## src/core/atc_pkg.sv

```systemverilog
package atc_pkg;

  // ==========================================================
  // Register offsets
  localparam logic [7:0] ADDR_SOFT_RESET = 8'h00;
  localparam logic [7:0] ADDR_MODE_CFG = 8'h01;
  localparam logic [7:0] ADDR_OUT_REF_CFG = 8'h02;
  localparam logic [7:0] ADDR_CLAMP_CFG = 8'h03;
  localparam logic [7:0] ADDR_LINE_CFG = 8'h04;
  localparam logic [7:0] ADDR_CYCLE_RESET = 8'h05;
  localparam logic [7:0] ADDR_STATUS = 8'h06;
  localparam logic [7:0] ADDR_COMPAT_MODE = 8'h07;

  // ==========================================================
  // Field positions
  localparam int MODE_CDS_BIT = 1;
  localparam int MODE_SINGLE_BIT = 2;
  localparam int MODE_COMPAT_BIT = 7;
  localparam int OUT_LAT_LSB = 6;
  localparam int CLAMP_CODE_LSB = 0;
  localparam int CLAMP_SHIFT_LSB = 4;
  localparam int CLAMP_CHAN_LSB = 6;
  localparam int LINE_SEQ_BIT = 0;
  localparam int LINE_ACYC_BIT = 1;
  localparam int LINE_INTM_LSB = 2;

  // ==========================================================
  // Reset values
  localparam logic [7:0] MODE_CFG_RST = 8'h00;
  localparam logic [1:0] OUT_LAT_RST = 2'h0;
  localparam logic [5:0] OUT_REF_RST = 6'h20;
  localparam logic [3:0] CLAMP_CODE_RST = 4'hF;
  localparam logic [1:0] SHIFT_RST = 2'h1;
  localparam logic [1:0] CHAN_RST = 2'h0;
  localparam logic [3:0] LINE_CFG_RST = 4'h0;
  localparam logic [2:0] COMPAT_MODE_RST = 3'h1;
  localparam logic [2:0] COMPAT_MODE_LONG = 3'h3;

  // ==========================================================
  // Cycle counts
  localparam logic [4:0] LAT_NORM_BASE = 5'h07;
  localparam logic [4:0] LAT_COMPAT_BASE = 5'h10;
  localparam logic [4:0] LAT_LONG_0 = 5'h17;
  localparam logic [4:0] LAT_LONG_1 = 5'h1A;
  localparam logic [4:0] LAT_LONG_2 = 5'h1D;
  localparam logic [4:0] LAT_LONG_3 = 5'h1F;
  localparam logic [1:0] RS_BASE_TAP = 2'h1;
  localparam int LAT_DEPTH = 32;

  typedef enum logic [1:0] {ATC_RED, ATC_GREEN, ATC_BLUE, ATC_RSVD} atc_chan_t;

  // Whole clock part of the latency; compat adds half a clock
  function automatic logic [4:0] atc_latency(input logic [1:0] sel, input logic compat, input logic long_mode);
    logic [4:0] r;
    r = LAT_NORM_BASE + {3'h0, sel};
    if (compat && long_mode) begin
      unique case (sel)
        2'h0: r = LAT_LONG_0;
        2'h1: r = LAT_LONG_1;
        2'h2: r = LAT_LONG_2;
        2'h3: r = LAT_LONG_3;
      endcase
    end else if (compat) begin
      r = LAT_COMPAT_BASE + {2'h0, sel, 1'b0};
    end
    return r;
  endfunction

endpackage

```

## src/core/atc_delay_line.sv

```systemverilog
`timescale 1ns/1ps
`default_nettype none
module atc_delay_line
  import atc_pkg::*;
#(
  parameter int WIDTH = 16,
  parameter int DEPTH = LAT_DEPTH
) (
  input wire logic clk_i,
  input wire logic rst_b_i,
  input wire logic clr_i,
  input wire logic [4:0] tap_i,
  input wire logic [WIDTH-1:0] data_i,
  output logic [WIDTH-1:0] data_o
);

  logic [WIDTH-1:0] mem_q [DEPTH];
  logic [4:0] idx;

  assign idx = tap_i - 5'h02;

  // ==========================================================
  // Shift chain, output registered at the selected depth
  always_ff @(posedge clk_i or negedge rst_b_i) begin
    if (!rst_b_i) begin
      for (int i = 0; i < DEPTH; i++) begin
        mem_q[i] <= '0;
      end
    end else if (clr_i) begin
      for (int i = 0; i < DEPTH; i++) begin
        mem_q[i] <= '0;
      end
    end else begin
      mem_q[0] <= data_i;
      for (int i = 1; i < DEPTH; i++) begin
        mem_q[i] <= mem_q[i-1];
      end
    end
  end

  always_ff @(posedge clk_i or negedge rst_b_i) begin
    if (!rst_b_i) begin
      data_o <= '0;
    end else if (clr_i) begin
      data_o <= '0;
    end else begin
      data_o <= mem_q[idx];
    end
  end

endmodule
`default_nettype wire

```

## src/core/atc_timing_regs.sv

```systemverilog
`timescale 1ns/1ps
`default_nettype none
module atc_timing_regs
  import atc_pkg::*;
#(
  parameter int DATA_W = 16
) (
  input wire logic clk_i,
  input wire logic rst_b_i,
  input wire logic [7:0] reg_addr_i,
  input wire logic [7:0] reg_wdata_i,
  input wire logic reg_we_i,
  input wire logic reg_re_i,
  output logic [7:0] reg_rdata_o,
  input wire logic [DATA_W-1:0] adc_data_i,
  output logic [DATA_W-1:0] out_data_o,
  output logic half_period_o,
  input wire logic pixel_sample_strobe_i,
  output logic reset_sample_o,
  input wire logic cycle_pulse_i,
  output logic [1:0] gain_set_sel_o,
  output logic [2:0] channel_enable_o,
  output logic [3:0] clamp_reference_code_o,
  output logic correlated_sampling_o
);

  // ==========================================================
  // Decode
  logic wr_soft, wr_mode, wr_out, wr_clamp, wr_line, wr_cyc, wr_cmode;

  assign wr_soft = reg_we_i && (reg_addr_i == ADDR_SOFT_RESET);
  assign wr_mode = reg_we_i && (reg_addr_i == ADDR_MODE_CFG);
  assign wr_out = reg_we_i && (reg_addr_i == ADDR_OUT_REF_CFG);
  assign wr_clamp = reg_we_i && (reg_addr_i == ADDR_CLAMP_CFG);
  assign wr_line = reg_we_i && (reg_addr_i == ADDR_LINE_CFG);
  assign wr_cyc = reg_we_i && (reg_addr_i == ADDR_CYCLE_RESET);
  assign wr_cmode = reg_we_i && (reg_addr_i == ADDR_COMPAT_MODE);

  // ==========================================================
  // Configuration registers
  logic [7:0] mode_q;
  logic [5:0] out_ref_q;
  logic [1:0] lat_q;
  logic [3:0] clamp_q;
  logic [1:0] shift_q;
  logic [1:0] chan_q;
  logic [3:0] line_q;
  logic [2:0] cmode_q;

  always_ff @(posedge clk_i or negedge rst_b_i) begin
    if (!rst_b_i) begin
      mode_q <= MODE_CFG_RST;
    end else if (wr_soft) begin
      mode_q <= MODE_CFG_RST;
    end else if (wr_mode) begin
      mode_q <= reg_wdata_i;
    end
  end

  always_ff @(posedge clk_i or negedge rst_b_i) begin
    if (!rst_b_i) begin
      out_ref_q <= OUT_REF_RST;
      lat_q <= OUT_LAT_RST;
    end else if (wr_soft) begin
      out_ref_q <= OUT_REF_RST;
      lat_q <= OUT_LAT_RST;
    end else if (wr_out) begin
      out_ref_q <= reg_wdata_i[5:0];
      lat_q <= reg_wdata_i[OUT_LAT_LSB +: 2];
    end
  end

  always_ff @(posedge clk_i or negedge rst_b_i) begin
    if (!rst_b_i) begin
      clamp_q <= CLAMP_CODE_RST;
      shift_q <= SHIFT_RST;
      chan_q <= CHAN_RST;
    end else if (wr_soft) begin
      clamp_q <= CLAMP_CODE_RST;
      shift_q <= SHIFT_RST;
      chan_q <= CHAN_RST;
    end else if (wr_clamp) begin
      clamp_q <= reg_wdata_i[CLAMP_CODE_LSB +: 4];
      shift_q <= reg_wdata_i[CLAMP_SHIFT_LSB +: 2];
      chan_q <= reg_wdata_i[CLAMP_CHAN_LSB +: 2];
    end
  end

  always_ff @(posedge clk_i or negedge rst_b_i) begin
    if (!rst_b_i) begin
      line_q <= LINE_CFG_RST;
      cmode_q <= COMPAT_MODE_RST;
    end else if (wr_soft) begin
      line_q <= LINE_CFG_RST;
      cmode_q <= COMPAT_MODE_RST;
    end else begin
      if (wr_line) begin
        line_q <= reg_wdata_i[3:0];
      end
      if (wr_cmode) begin
        cmode_q <= reg_wdata_i[2:0];
      end
    end
  end

  // ==========================================================
  // Mode decode
  logic compat, correlated_sampling, line_seq, acyc_on, single_eff, rs_active;
  logic [1:0] chan_eff;

  assign compat = mode_q[MODE_COMPAT_BIT];
  assign correlated_sampling = mode_q[MODE_CDS_BIT];
  assign line_seq = line_q[LINE_SEQ_BIT];
  assign acyc_on = line_seq && line_q[LINE_ACYC_BIT];
  assign single_eff = mode_q[MODE_SINGLE_BIT] || line_seq;
  assign chan_eff = line_seq ? 2'h0 : chan_q;
  assign rs_active = compat && correlated_sampling;

  // ==========================================================
  // Channel routing and power
  always_comb begin
    channel_enable_o = 3'h7;
    if (single_eff) begin
      unique case (atc_chan_t'(chan_eff))
        ATC_RED: channel_enable_o = 3'h1;
        ATC_GREEN: channel_enable_o = 3'h2;
        ATC_BLUE: channel_enable_o = 3'h4;
        ATC_RSVD: channel_enable_o = 3'h1;
      endcase
    end
  end

  assign clamp_reference_code_o = clamp_q;
  assign correlated_sampling_o = correlated_sampling && !acyc_on;

  // ==========================================================
  // Output latency
  logic [4:0] lat_tap;

  assign lat_tap = atc_latency(lat_q, compat, cmode_q == COMPAT_MODE_LONG);
  assign half_period_o = compat;

  atc_delay_line #(
    .WIDTH(DATA_W),
    .DEPTH(LAT_DEPTH)
  ) u_delay (
    .clk_i(clk_i),
    .rst_b_i(rst_b_i),
    .clr_i(wr_soft),
    .tap_i(lat_tap),
    .data_i(adc_data_i),
    .data_o(out_data_o)
  );

  // ==========================================================
  // Pin synchronisers
  logic [2:0] vs_q;
  logic [2:0] cy_q;
  logic rs_edge, cy_edge;

  always_ff @(posedge clk_i or negedge rst_b_i) begin
    if (!rst_b_i) begin
      vs_q <= 3'h0;
      cy_q <= 3'h0;
    end else begin
      vs_q <= {vs_q[1:0], pixel_sample_strobe_i};
      cy_q <= {cy_q[1:0], cycle_pulse_i};
    end
  end

  assign rs_edge = vs_q[1] && !vs_q[2];
  assign cy_edge = cy_q[1] && !cy_q[2];

  // ==========================================================
  // Reset sample placement
  logic [3:0] rs_q;
  logic [1:0] rs_tap;

  assign rs_tap = rs_active ? (shift_q + RS_BASE_TAP - 2'h1) : RS_BASE_TAP;

  always_ff @(posedge clk_i or negedge rst_b_i) begin
    if (!rst_b_i) begin
      rs_q <= 4'h0;
    end else if (wr_soft) begin
      rs_q <= 4'h0;
    end else begin
      rs_q <= {rs_q[2:0], rs_edge};
    end
  end

  assign reset_sample_o = rs_q[rs_tap];

  // ==========================================================
  // Auto-cycle sequence counter
  logic [1:0] cyc_q;

  always_ff @(posedge clk_i or negedge rst_b_i) begin
    if (!rst_b_i) begin
      cyc_q <= 2'h0;
    end else if (wr_soft || wr_cyc) begin
      cyc_q <= 2'h0;
    end else if (acyc_on && cy_edge) begin
      cyc_q <= (cyc_q == 2'h2) ? 2'h0 : cyc_q + 2'h1;
    end
  end

  always_comb begin
    gain_set_sel_o = 2'h0;
    if (acyc_on) begin
      gain_set_sel_o = cyc_q;
    end else if (line_seq) begin
      gain_set_sel_o = line_q[LINE_INTM_LSB +: 2];
    end
  end

  // ==========================================================
  // Read port
  always_ff @(posedge clk_i or negedge rst_b_i) begin
    if (!rst_b_i) begin
      reg_rdata_o <= 8'h00;
    end else if (reg_re_i) begin
      unique case (reg_addr_i)
        ADDR_MODE_CFG: reg_rdata_o <= mode_q;
        ADDR_OUT_REF_CFG: reg_rdata_o <= {lat_q, out_ref_q};
        ADDR_CLAMP_CFG: reg_rdata_o <= {chan_q, shift_q, clamp_q};
        ADDR_LINE_CFG: reg_rdata_o <= {4'h0, line_q};
        ADDR_STATUS: reg_rdata_o <= {1'b0, channel_enable_o, chan_eff, cyc_q};
        ADDR_COMPAT_MODE: reg_rdata_o <= {5'h00, cmode_q};
        default: reg_rdata_o <= 8'h00;
      endcase
    end else begin
      reg_rdata_o <= 8'h00;
    end
  end

  // ==========================================================
  // Checks
  logic [5:0] age_q;

  always_ff @(posedge clk_i or negedge rst_b_i) begin
    if (!rst_b_i) begin
      age_q <= 6'h00;
    end else if (wr_soft || wr_mode || wr_out || wr_clamp || wr_cmode) begin
      age_q <= 6'h00;
    end else if (age_q != 6'h3F) begin
      age_q <= age_q + 6'h01;
    end
  end
endmodule
`default_nettype wire

```

## config.mk

```make
export PLATFORM = sky130hd
export DESIGN_NAME = atc_timing_regs
export DESIGN_NICKNAME = d
export VERILOG_FILES = /design/src/core/atc_pkg.sv /design/src/core/atc_delay_line.sv /design/src/core/atc_timing_regs.sv
export SDC_FILE = /design/constraint.sdc
export NUM_CORES = 1
export LEC_CHECK = 0
export CORE_MARGIN = 2
export CORE_UTILIZATION = 55
export DETAILED_ROUTE_END_ITERATION = 12
export DONT_BUFFER_PORTS = 1
export HOLD_SLACK_MARGIN = 0.15
export PLACE_DENSITY = 0.72
export SYNTH_ARGS = -nofsm -noshare
export SYNTH_HDL_FRONTEND = slang
export SYNTH_SLANG_ARGS = --single-unit
```

## constraint.sdc

```tcl
create_clock -name clk_i -period 7.8 [get_ports clk_i]
set_input_delay 1.17 -clock clk_i [delete_from_list [all_inputs] [get_ports clk_i]]
set_output_delay 1.17 -clock clk_i [all_outputs]
set_load 0.01 [all_outputs]
```

* Yosys cells after proc, flatten, opt, wreduce, memory -nomap -nowiden
Cells that the tools add are included.
** Storage, ports and cells
- Bits in registers :: 579
- Input bits :: 38
- Output and inout bits :: 36
** Cells by class
- Add/sub/neg operators :: 6
- Magnitude comparators :: 2
- Equal/unequal tests :: 15
- Mux-type cells :: 38
- Bitwise operators :: 1
- Reduce and logical (&&, ||, !) cells :: 29
** Operator list (number)
- $mux W512 :: 1
- $bmux W16 S5 :: 1
- $mux W16 :: 3
- $pmux W8 S6 :: 1
- $eq A8 B3 Y1 const B :: 4
- $mux W2 :: 13
- $mux W8 :: 3
- $mux W4 :: 5
- $pmux W5 S4 :: 1
- $eq A8 B2 Y1 const B :: 2
- $logic_and A1 B1 Y1 :: 14
- $mux W6 :: 2
- $reduce_bool A2 Y1 :: 6
- $eq A2 B2 Y1 const B :: 5
- $mux W5 :: 2
- $mux W3 :: 3
- $pmux W3 S3 :: 1
- $eq A8 B1 Y1 const B :: 1
- $logic_not A8 Y1 :: 1
- $ge A6 B6 Y1 const B :: 1
- $not A5 Y6 :: 1
- $add A5 B3 Y5 const A :: 1
- $sub A5 B2 Y5 const B :: 1
- $add A2 B1 Y2 const B :: 2
- other kinds (11) :: 16

* Logic depth before layout (Yosys ltp)
Gate-level depths: netlist (run 1).
- Depth in word-level cells :: 9
- Mapped depth :: 17
- Mapped depth without buffers :: 11

* By module
From an unflattened synthesis (run 1), not the netlist that was laid out.
** Second synthesis, totals
- Cell total of the unflattened synthesis :: 1936
- Area total of the unflattened synthesis :: 23963.0 sq um
** By module, submodules not included
- atc_delay_line :: instances 1, cells an instance 1662, area an instance 21363.0 sq um, sequential area each 13212.7 sq um
- atc_timing_regs :: instances 1, cells an instance 274, area an instance 2600.0 sq um, sequential area each 1285.0 sq um

* Worst setup path before layout (run 1)
OpenSTA, ideal clock, no wires.
- Path type :: flip-flop to flip-flop
- From :: register lat_q[0]
- To :: register u_delay.data_o[14]
- Setup time :: 130 ps
- Arrival :: 3370 ps
- Required time :: 7670 ps
- Path slack :: 4300 ps
- Cell stages (with the launch flop) :: 18
- Buffers on the path :: 7
- Clock period less this slack :: 3500 ps
- Cell sequence :: dfrtp_1 > inv_1 > ha_1 > or2_2 > buf_2 > nand2_4 > inv_2 > buf_4 > buf_4 > buf_2 > ha_1 > clkbuf_1 > inv_1 > clkbuf_1 > clkbuf_1 > a2111o_1 > and4b_1 > o32ai_2
** On the way
- Longest elaborated chain between the ends :: 9
** RTL lines
- start: declaration :: line atc_timing_regs.sv:43 : logic [1:0] lat_q;
- start signal: assignment :: line atc_timing_regs.sv:69 : lat_q <= reg_wdata_i[OUT_LAT_LSB +: 2];
- $add A5 B3 Y5 (tied with other cells) :: line atc_pkg.sv:64 : r = LAT_COMPAT_BASE + {2'h0, sel, 1'b0};
- $mux W5 or $pmux W5 S4 (tied branches) :: line atc_pkg.sv:63, atc_pkg.sv:57
- $mux W5 * :: line atc_pkg.sv:56 : if (compat && long_mode) begin
- $sub A5 B2 Y5 * :: line atc_delay_line.sv:20 : assign idx = tap_i - 5'h02;
- $not A5 Y6 (not written as such) * :: line atc_delay_line.sv:47 : data_o <= mem_q[idx];
- $bmux W16 S5 * :: line atc_delay_line.sv:47
- $mux W16 (not written as such) * (2 in a row) :: line atc_delay_line.sv:47
- $mux W16 * :: line atc_delay_line.sv:44 : end else if (clr_i) begin
- end signal: assignment :: line atc_delay_line.sv:47
- end: declaration :: line atc_delay_line.sv:14 : output logic [WIDTH-1:0] data_o
Every way passes the cells marked *; elsewhere a longest branch is shown, timed or not. The select of a mux whose other input is x is not followed.
A chain may end at the register's enable or synchronous reset.

* Worst setup path in the final report (run 1)
- From :: register lat_q[0]
- To :: register u_delay.data_o[9]
Same word-level chain as after synthesis.

==> metrics, run 1 <==
status finished with violations; failing checks max-slew violations; initial antenna violation count 1; critical path launch point type register; # DRC 0; post-layout util ~61%; CP Cell Sequence inv_1 > ha_1 > or2_2 > buf_4 > nand2_4 > clkinv_2 > ha_1 > inv_2 > buf_4 > nor3_2 > o21ai_0 > nand4_1; EDFF count, synth 0; Leak Pwr 12.5 nW; Synth Cell Area about 25000 um2; root buf cell clkbuf_16; flops & latches, synth 579; post-CTS setup repair buffer count 0; initial cell density of the core a little under three fifths; MaxCap Viol Count 0; clk_skew approximately 0.015 ns; IO buf count 0; Worst path slowest cell nand2_4; dpl hpwl 31.4 mm; Area Growth Syn to Fin 8.52%; RR Startpoint lat_q[0]; post-synth top area share roughly 58%; Async S/R FF share, synth 100%; Final Wtd Congestion 0.831; first-pass GRT wire length 90.9 mm; Period Utilization, post-route 63.8%; Die Ht roughly 220 um; GR Util All Layers between 20% and 30%; RSZ-0062 raised after global routing false; min Tclk post-route 4.98 ns; setup TNS 0 ns; dominant synthesized flop cell dfrtp_1; CTS Buffer Depth 3; Distinct cells, synth 63; crit path buf inv count 5; row count 77; top post-synthesis cells by area dfrtp_1 (58%), nor2b_1 (11%), mux2i_1 (6.5%), a2111o_1 (3.4%), a221oi_1 (2.8%); largest net degree at the start of global routing 580; worst stage delay on the critical path between 0.6 and 0.7 ns; TritonCTS Sinks 579; Reg2Reg Depth 12; Worst path top cell family by delay simple AND/OR/NAND/NOR gates; slew margin rel. -25.8%; Core Region 44300 um2; DR pass1 iterations 5; Ys Warns 0; Pins Over Slew Limit about 380; area of the die 46800 um2; WL/cell just over 20 um; cts repair resizes 0; vias in the first global route about 16000; CP Data Required Time roughly 8.3 ns; CTS Hold Bufs 0; most common cell in the netlist dfrtp_1; R2R Setup Slk approximately 2.8 ns; via count 16000; HP Class primary input to async pin; worst vdd ir 0.000239 V; Iteration-0 DRC Markers 1491; gr ovfl total 0; Synth Area per Inst 11.5 um2; Yosys top cell by area dfrtp_1; clk_lat worst skew 0.62 ns; fin nets ~2100; Synth Net Count 2204; total CTS buffers 57; synthesized netlist cell count 2159; Post-synth top cells dfrtp_1 (572), nor2b_1 (438), mux2i_1 (161), nand2_1 (136), clkbuf_1 (132); Routed Wire Length 55.9 mm; WP data arrival 5.52 ns; Setup WS pre-CTS between 2 and 3 ns; reg2reg end u_delay.data_o[9]; worst-path maximum fanout 45; ANT nets after route 0; # setup viols final 0; Setup WS post-layout ~2.8 ns; IO Pins 74; diode count 0; Reg clk slew, reported paths approximately 0.060 ns; vias per inst 5.92; Power Dens Cells 260 nW/um2; Die W between 200 and 250 um; Peak Freq 201 MHz; Slew @ Worst Pin 1.89 ns; Critical Path End Type register; Filler Cell Count 3509; Setup CP Type register to register; sequential area share after synthesis 58.5%; CTS tree built; share of cells above drive strength 1 roughly 7.4%; Final Hold Fails 0; CTS H-tree lvls 2
routing by layer:
metal / up-vias / GRT usage, % / part of all wire (%)
met5: - / 0 / 0.023
met4: 2 / 9.20 / 3.5
met3: 111 / 4.22 / 5.0
met2: 410 / 37.4 / 47
met1: 8196 / 34.8 / 45
li1: 7268 / - / -
per-stage QoR:
| stage | hold slack [ns] | std cells | area, um2 | power (mW) |
|---|---|---|---|---|
| floorplan | 0.331 | 2159 | 24800 | 4.00 |
| global route | 0.295 | 2700 | 26900 | 7.25 |
| CTS | 0.283 | 2700 | 26900 | 7.04 |
| global placement | 0.335 | 2594 | 25000 | 4.22 |
| finish | 0.315 | 2700 | 26900 | 6.99 |
| detailed placement | 0.346 | 2594 | 25000 | 4.24 |
how the worst max path moves through the flow:
stage	to	slack, ns	cells past startpoint	startpoint
2_1_floorplan	u_delay.data_o[14]	4.30	17	lat_q[0]
3_3_place_gp	u_delay.data_o[14]	3.16	12	lat_q[0]
3_5_place_dp	u_delay.data_o[9]	2.81	12	lat_q[0]
4_1_cts	u_delay.data_o[9]	2.79	12	lat_q[0]
5_1_grt	u_delay.data_o[9]	2.53	12	lat_q[0]
6_report	u_delay.data_o[9]	2.82	12	lat_q[0]
state kept, by name, indices dropped and copies added (netlist names):
signal and flops:
vs_q 3, cy_q 3, lat_q 2, u_delay.mem_q 512, shift_q 2, line_q 4, clamp_reference_code_o 4, cyc_q 2
cmode_q 3, out_ref_q 6, reg_rdata_o 8, rs_q 4, u_delay.data_o 16, mode_q 8, chan_q 2
final cells by class:
| class | instances | area, um2 | area share, % |
|---|---|---|---|
| flip-flops and latches | 579 | 14500 | 53.9 |
| multi-input cells | 1304 | 9160 | 34.1 |
| clock buffers | 90 | 1760 | 6.56 |
| well taps | 592 | 741 | 2.75 |
| inverters | 92 | 347 | 1.29 |
| repair buffers | 27 | 215 | 0.800 |
| clock inverters | 16 | 161 | 0.600 |
placed cells by master, fill, tap and decap left out, types with 14 or more instances in the layout:
cell type  instances
dfrtp_1          571
nor2b_1          437
mux2i_1          161
nand2_1          136
nor2_1            91
inv_1             90
a211oi_1          78
a221oi_1          78
a2111o_1          75
clkbuf_16         59
a21oi_1           57
nand3_1           30
buf_4             26
o21ai_0           25
a22oi_1           17
clkbuf_8          17
clkbuf_1          14
power by group:
| part | switching, mW | internal, mW | total [mW] |
|---|---|---|---|
| Sequential | 0.169 | 3.23 | 3.40 |
| Clock | 1.15 | 1.64 | 2.80 |
| Combinational | 0.453 | 0.341 | 0.794 |
cells by family (layout without fill, tap and decap cells):
| group | after synthesis | count (layout) | share of synthesized area [%] |
|---|---|---|---|
| xor gates and xnor gates | 3 | 3 | 0.106 |
| AOI/OAI and AO/OA | 377 | 377 | 12.4 |
| muxes | 168 | 168 | 7.09 |
| adders and majority gates | 7 | 7 | 0.353 |
| buffers and inverters | 276 | 225 | 4.79 |
| and+or+nand+nor | 749 | 749 | 16.7 |
| DFF | 579 | 579 | 58.5 |
Power figures use the tool's default switching activity.
==> run 2, diff against run 1 <==
--- a/config.mk
+++ b/config.mk
@@ -5,12 +5,13 @@
 export SDC_FILE = /design/constraint.sdc
 export NUM_CORES = 1
 export LEC_CHECK = 0
+export ABC_AREA = 1
 export CORE_MARGIN = 2
 export CORE_UTILIZATION = 55
 export DETAILED_ROUTE_END_ITERATION = 12
 export DONT_BUFFER_PORTS = 1
 export HOLD_SLACK_MARGIN = 0.15
-export PLACE_DENSITY = 0.72
+export PLACE_DENSITY = 0.75
 export SYNTH_ARGS = -nofsm -noshare
 export SYNTH_HDL_FRONTEND = slang
 export SYNTH_SLANG_ARGS = --single-unit
==> constraint.sdc (replaced) <==
create_clock -name clk_i -period 4.5 [get_ports clk_i]
set_input_delay 0.675 -clock clk_i [delete_from_list [all_inputs] [get_ports clk_i]]
set_output_delay 0.675 -clock clk_i [all_outputs]
set_load 0.01 [all_outputs]
==> metrics, run 2 <==
DR pass1 iterations 5 (unchanged); Core Region 45200 um2 (+2.0%); setup TNS 0 ns (unchanged); fin nets 3046 (+45%); IO Pins 74 (unchanged); vias per inst 5.34 (-9.8%); Power Dens Cells 478 nW/um2 (+84%); CTS H-tree lvls 2 (unchanged); CTS Buffer Depth 3 (unchanged); clk_lat worst skew 0.62 ns (about the same); area of the die 47300 um2 (+1.2%); total CTS buffers 57 (unchanged); RSZ-0062 raised after global routing false; post-synth top area share 57.1% (-0.71 points); Setup CP Type register to register; share of cells above drive strength 1 4.96% (-2.5 points); EDFF count, synth 0 (unchanged); Async S/R FF share, synth 100% (unchanged); dominant synthesized flop cell dfrtp_1; Placed Area 25500 um2 (+2.2%); Final Cell Area 27400 um2 (+1.8%); critical path launch point type register; status finished with violations; Die W 218 um (+0.61%); ANT nets after route 0 (unchanged); cts repair resizes 0 (unchanged); largest net degree at the start of global routing 580 (unchanged); Routed Wire Length 59.7 mm (+6.9%); combinational family with the most area after synthesis simple AND/OR/NAND/NOR gates; failing checks negative hold slack; via count 19400 (+22%); IO buf count 0 (unchanged); clk_skew 0.0221 ns (+0.00666 ns); Area Growth Syn to Fin 9.11%; diode count 0 (unchanged); leading cell types in the layout, fill and taps excluded nand3_1 (650), dfrtp_1 (572), nor2_1 (552), inv_1 (551), nand2_1 (452); Die Ht 218 um (+0.61%); Peak Freq 284 MHz (+41%); CP Data Required Time 4.98 ns (-3.36 ns); WL/cell 16.4 um (-21%); dpl hpwl 32.9 mm (+4.9%); Ys Warns 0 (unchanged); Post-synth top cells nand3_1 (650), dfrtp_1 (572), nor2_1 (552), inv_1 (551), nand2_1 (455); Pins Over Slew Limit 0 (-100%); Iteration-0 DRC Markers 2020 (+35%); max FFs per register 512 (unchanged); post-layout util 60.6% (-0.097 points); GR Util All Layers 26.2% (+1.8 points); post-synthesis xor/xnor area fraction 0.0648% (-0.041 points); commonest non-fill, non-tap cell in the layout nand3_1; WP data arrival 4.00 ns (-1.52 ns); flops & latches, synth 579 (unchanged); top post-synthesis cells by area dfrtp_1 (57%), nand3_1 (13%), nor2_1 (8.3%), inv_1 (8.2%), nand2_1 (6.8%); largest registers u_delay.mem_q x512, u_delay.data_o x16; root buf cell clkbuf_16; register with the highest flop count u_delay.mem_q; HP Class primary input to async pin; sequential area share after synthesis 57.8% (-0.72 points); Slew @ Worst Pin 1.45 ns (-0.433 ns); Yosys top cell by area dfrtp_1; Synth Area in Adders 0.349% (-0.0043 points); Final Wtd Congestion 0.888 (+6.8%); gr ovfl total 0 (unchanged); Compound-Gate Fraction of Synth Area 1.91% (-11 points); Synth Net Count 3129 (+42%); worst-path maximum fanout 34 (-24%); Distinct cells, synth 32 (-49%); Critical Path End Type register; MaxCap Viol Count 0 (unchanged); row count 78 (+1.3%); CTS tree built; most common cell in the netlist nand3_1; post-CTS setup repair buffer count 0 (unchanged); initial antenna violation count 0 (-1); Reg clk slew, reported paths 0.06 ns (about the same); # setup viols final 0 (unchanged); # DRC 0 (unchanged); simple-gate portion of the synthesized area 28.4% (+12 points); Final Hold Fails 386 (+386); Hold WS -0.174 ns (-0.489 ns); TritonCTS Sinks 579 (unchanged); mux share of post-synthesis cell area 0% (-7.1 points); worst vdd ir 0.000343 V (+43%); Synth Area per Inst 8.14 um2 (-29%); slew margin rel. 3.05% (+29 points); Period Utilization, post-route 78.2% (+14 points); CTS Hold Bufs 6 (+6); initial cell density of the core 55.5% (-0.39 points); first-pass GRT wire length 99.5 mm (+9.5%); min Tclk post-route 3.52 ns (-1.46 ns); Synth Cell Area 25100 um2 (+1.2%); synthesized netlist cell count 3084 (+43%); vias in the first global route 19600 (+21%); Tot Pwr 13.1 mW (+87%); Leak Pwr 14.3 nW (+14%)
[run 2: changes by cell type in the layout (fill, tap and decap cells not counted), sizes merged, moves of 78 or more]
cell	previous run	this run
a211oi	78	0
inv	92	558
mux2i	161	0
nand2	137	458
nand3	30	651
nor2	91	553
nor2b	438	0
[run 2: worst max-delay path, stage by stage, from the launching register on]
cell and delay [ns]:
dfrtp_1 0.63, inv_2 0.17, nor2_4 0.20, nand2_2 0.14, nand2_1 0.13, nand2_4 0.27
ha_2 0.33, xor2_4 0.19, inv_2 0.69, nand3_1 0.15, a21oi_1 0.36, nor2_1 0.09
[run 2: logic make-up after synthesis]
family / after synthesis
adders and majority gates: 7
xor gates and xnor gates: 1
DFF: 579
buffers and inverters: 744
and+or+nand+nor: 1669
AOI/OAI and AO/OA: 84
[run 2: layout make-up]
class	instances	area, um2
Sequential cell	579	14500
Multi-Input combinational cell	1761	7760
Clock buffer	85	1670
Clock inverter	15	135
Timing Repair Buffer	46	460
Inverter	556	2090
Fill cell	3882	17800
Tap cell	600	751
[run 2: worst paths after layout]
check	slack (ns)	cells after the start	startpoint	to
setup / recovery	0.98	11	mode_q[7]	u_delay.data_o[7]
min in group clk_i	0.18	2	adc_data_i[10]	u_delay.mem_q[506]
hold / removal	-0.17	0	rst_b_i	u_delay.mem_q[135]
max in group asynchronous	3.56	0	rst_b_i	u_delay.mem_q[303]
setup reg to reg	0.98	11	mode_q[7]	u_delay.data_o[7]
hold reg to reg	0.35	0	cy_q[0]	cy_q[1]
[run 2: report_power, final]
| part | switching, mW | total [mW] | internal [mW] |
|---|---|---|---|
| Sequential | 0.356 | 5.97 | 5.62 |
| Combinational | 1.68 | 2.49 | 0.807 |
| Clock | 1.97 | 4.63 | 2.66 |
| Total | 4.01 | 13.1 | 9.08 |
[run 2: stage by stage]
step | setup slack [ns] | std cells
floorplan | 1.87 | 3084
global placement | 1.16 | 3536
detailed placement | 1.05 | 3536
CTS | 1.03 | 3642
global route | 0.742 | 3642
finish | 0.980 | 3642
[run 2: layer usage]
layer / GRT usage (%) / up-vias / wire length, um / share of wire [%]
met5: 0 / - / 0 / 0
met4: 8.81 / 0 / 1510 / 2.5
met3: 5.10 / 104 / 4800 / 8.0
met2: 41.7 / 672 / 28000 / 47
met1: 36.2 / 9457 / 25400 / 43
li1: - / 9208 / - / -
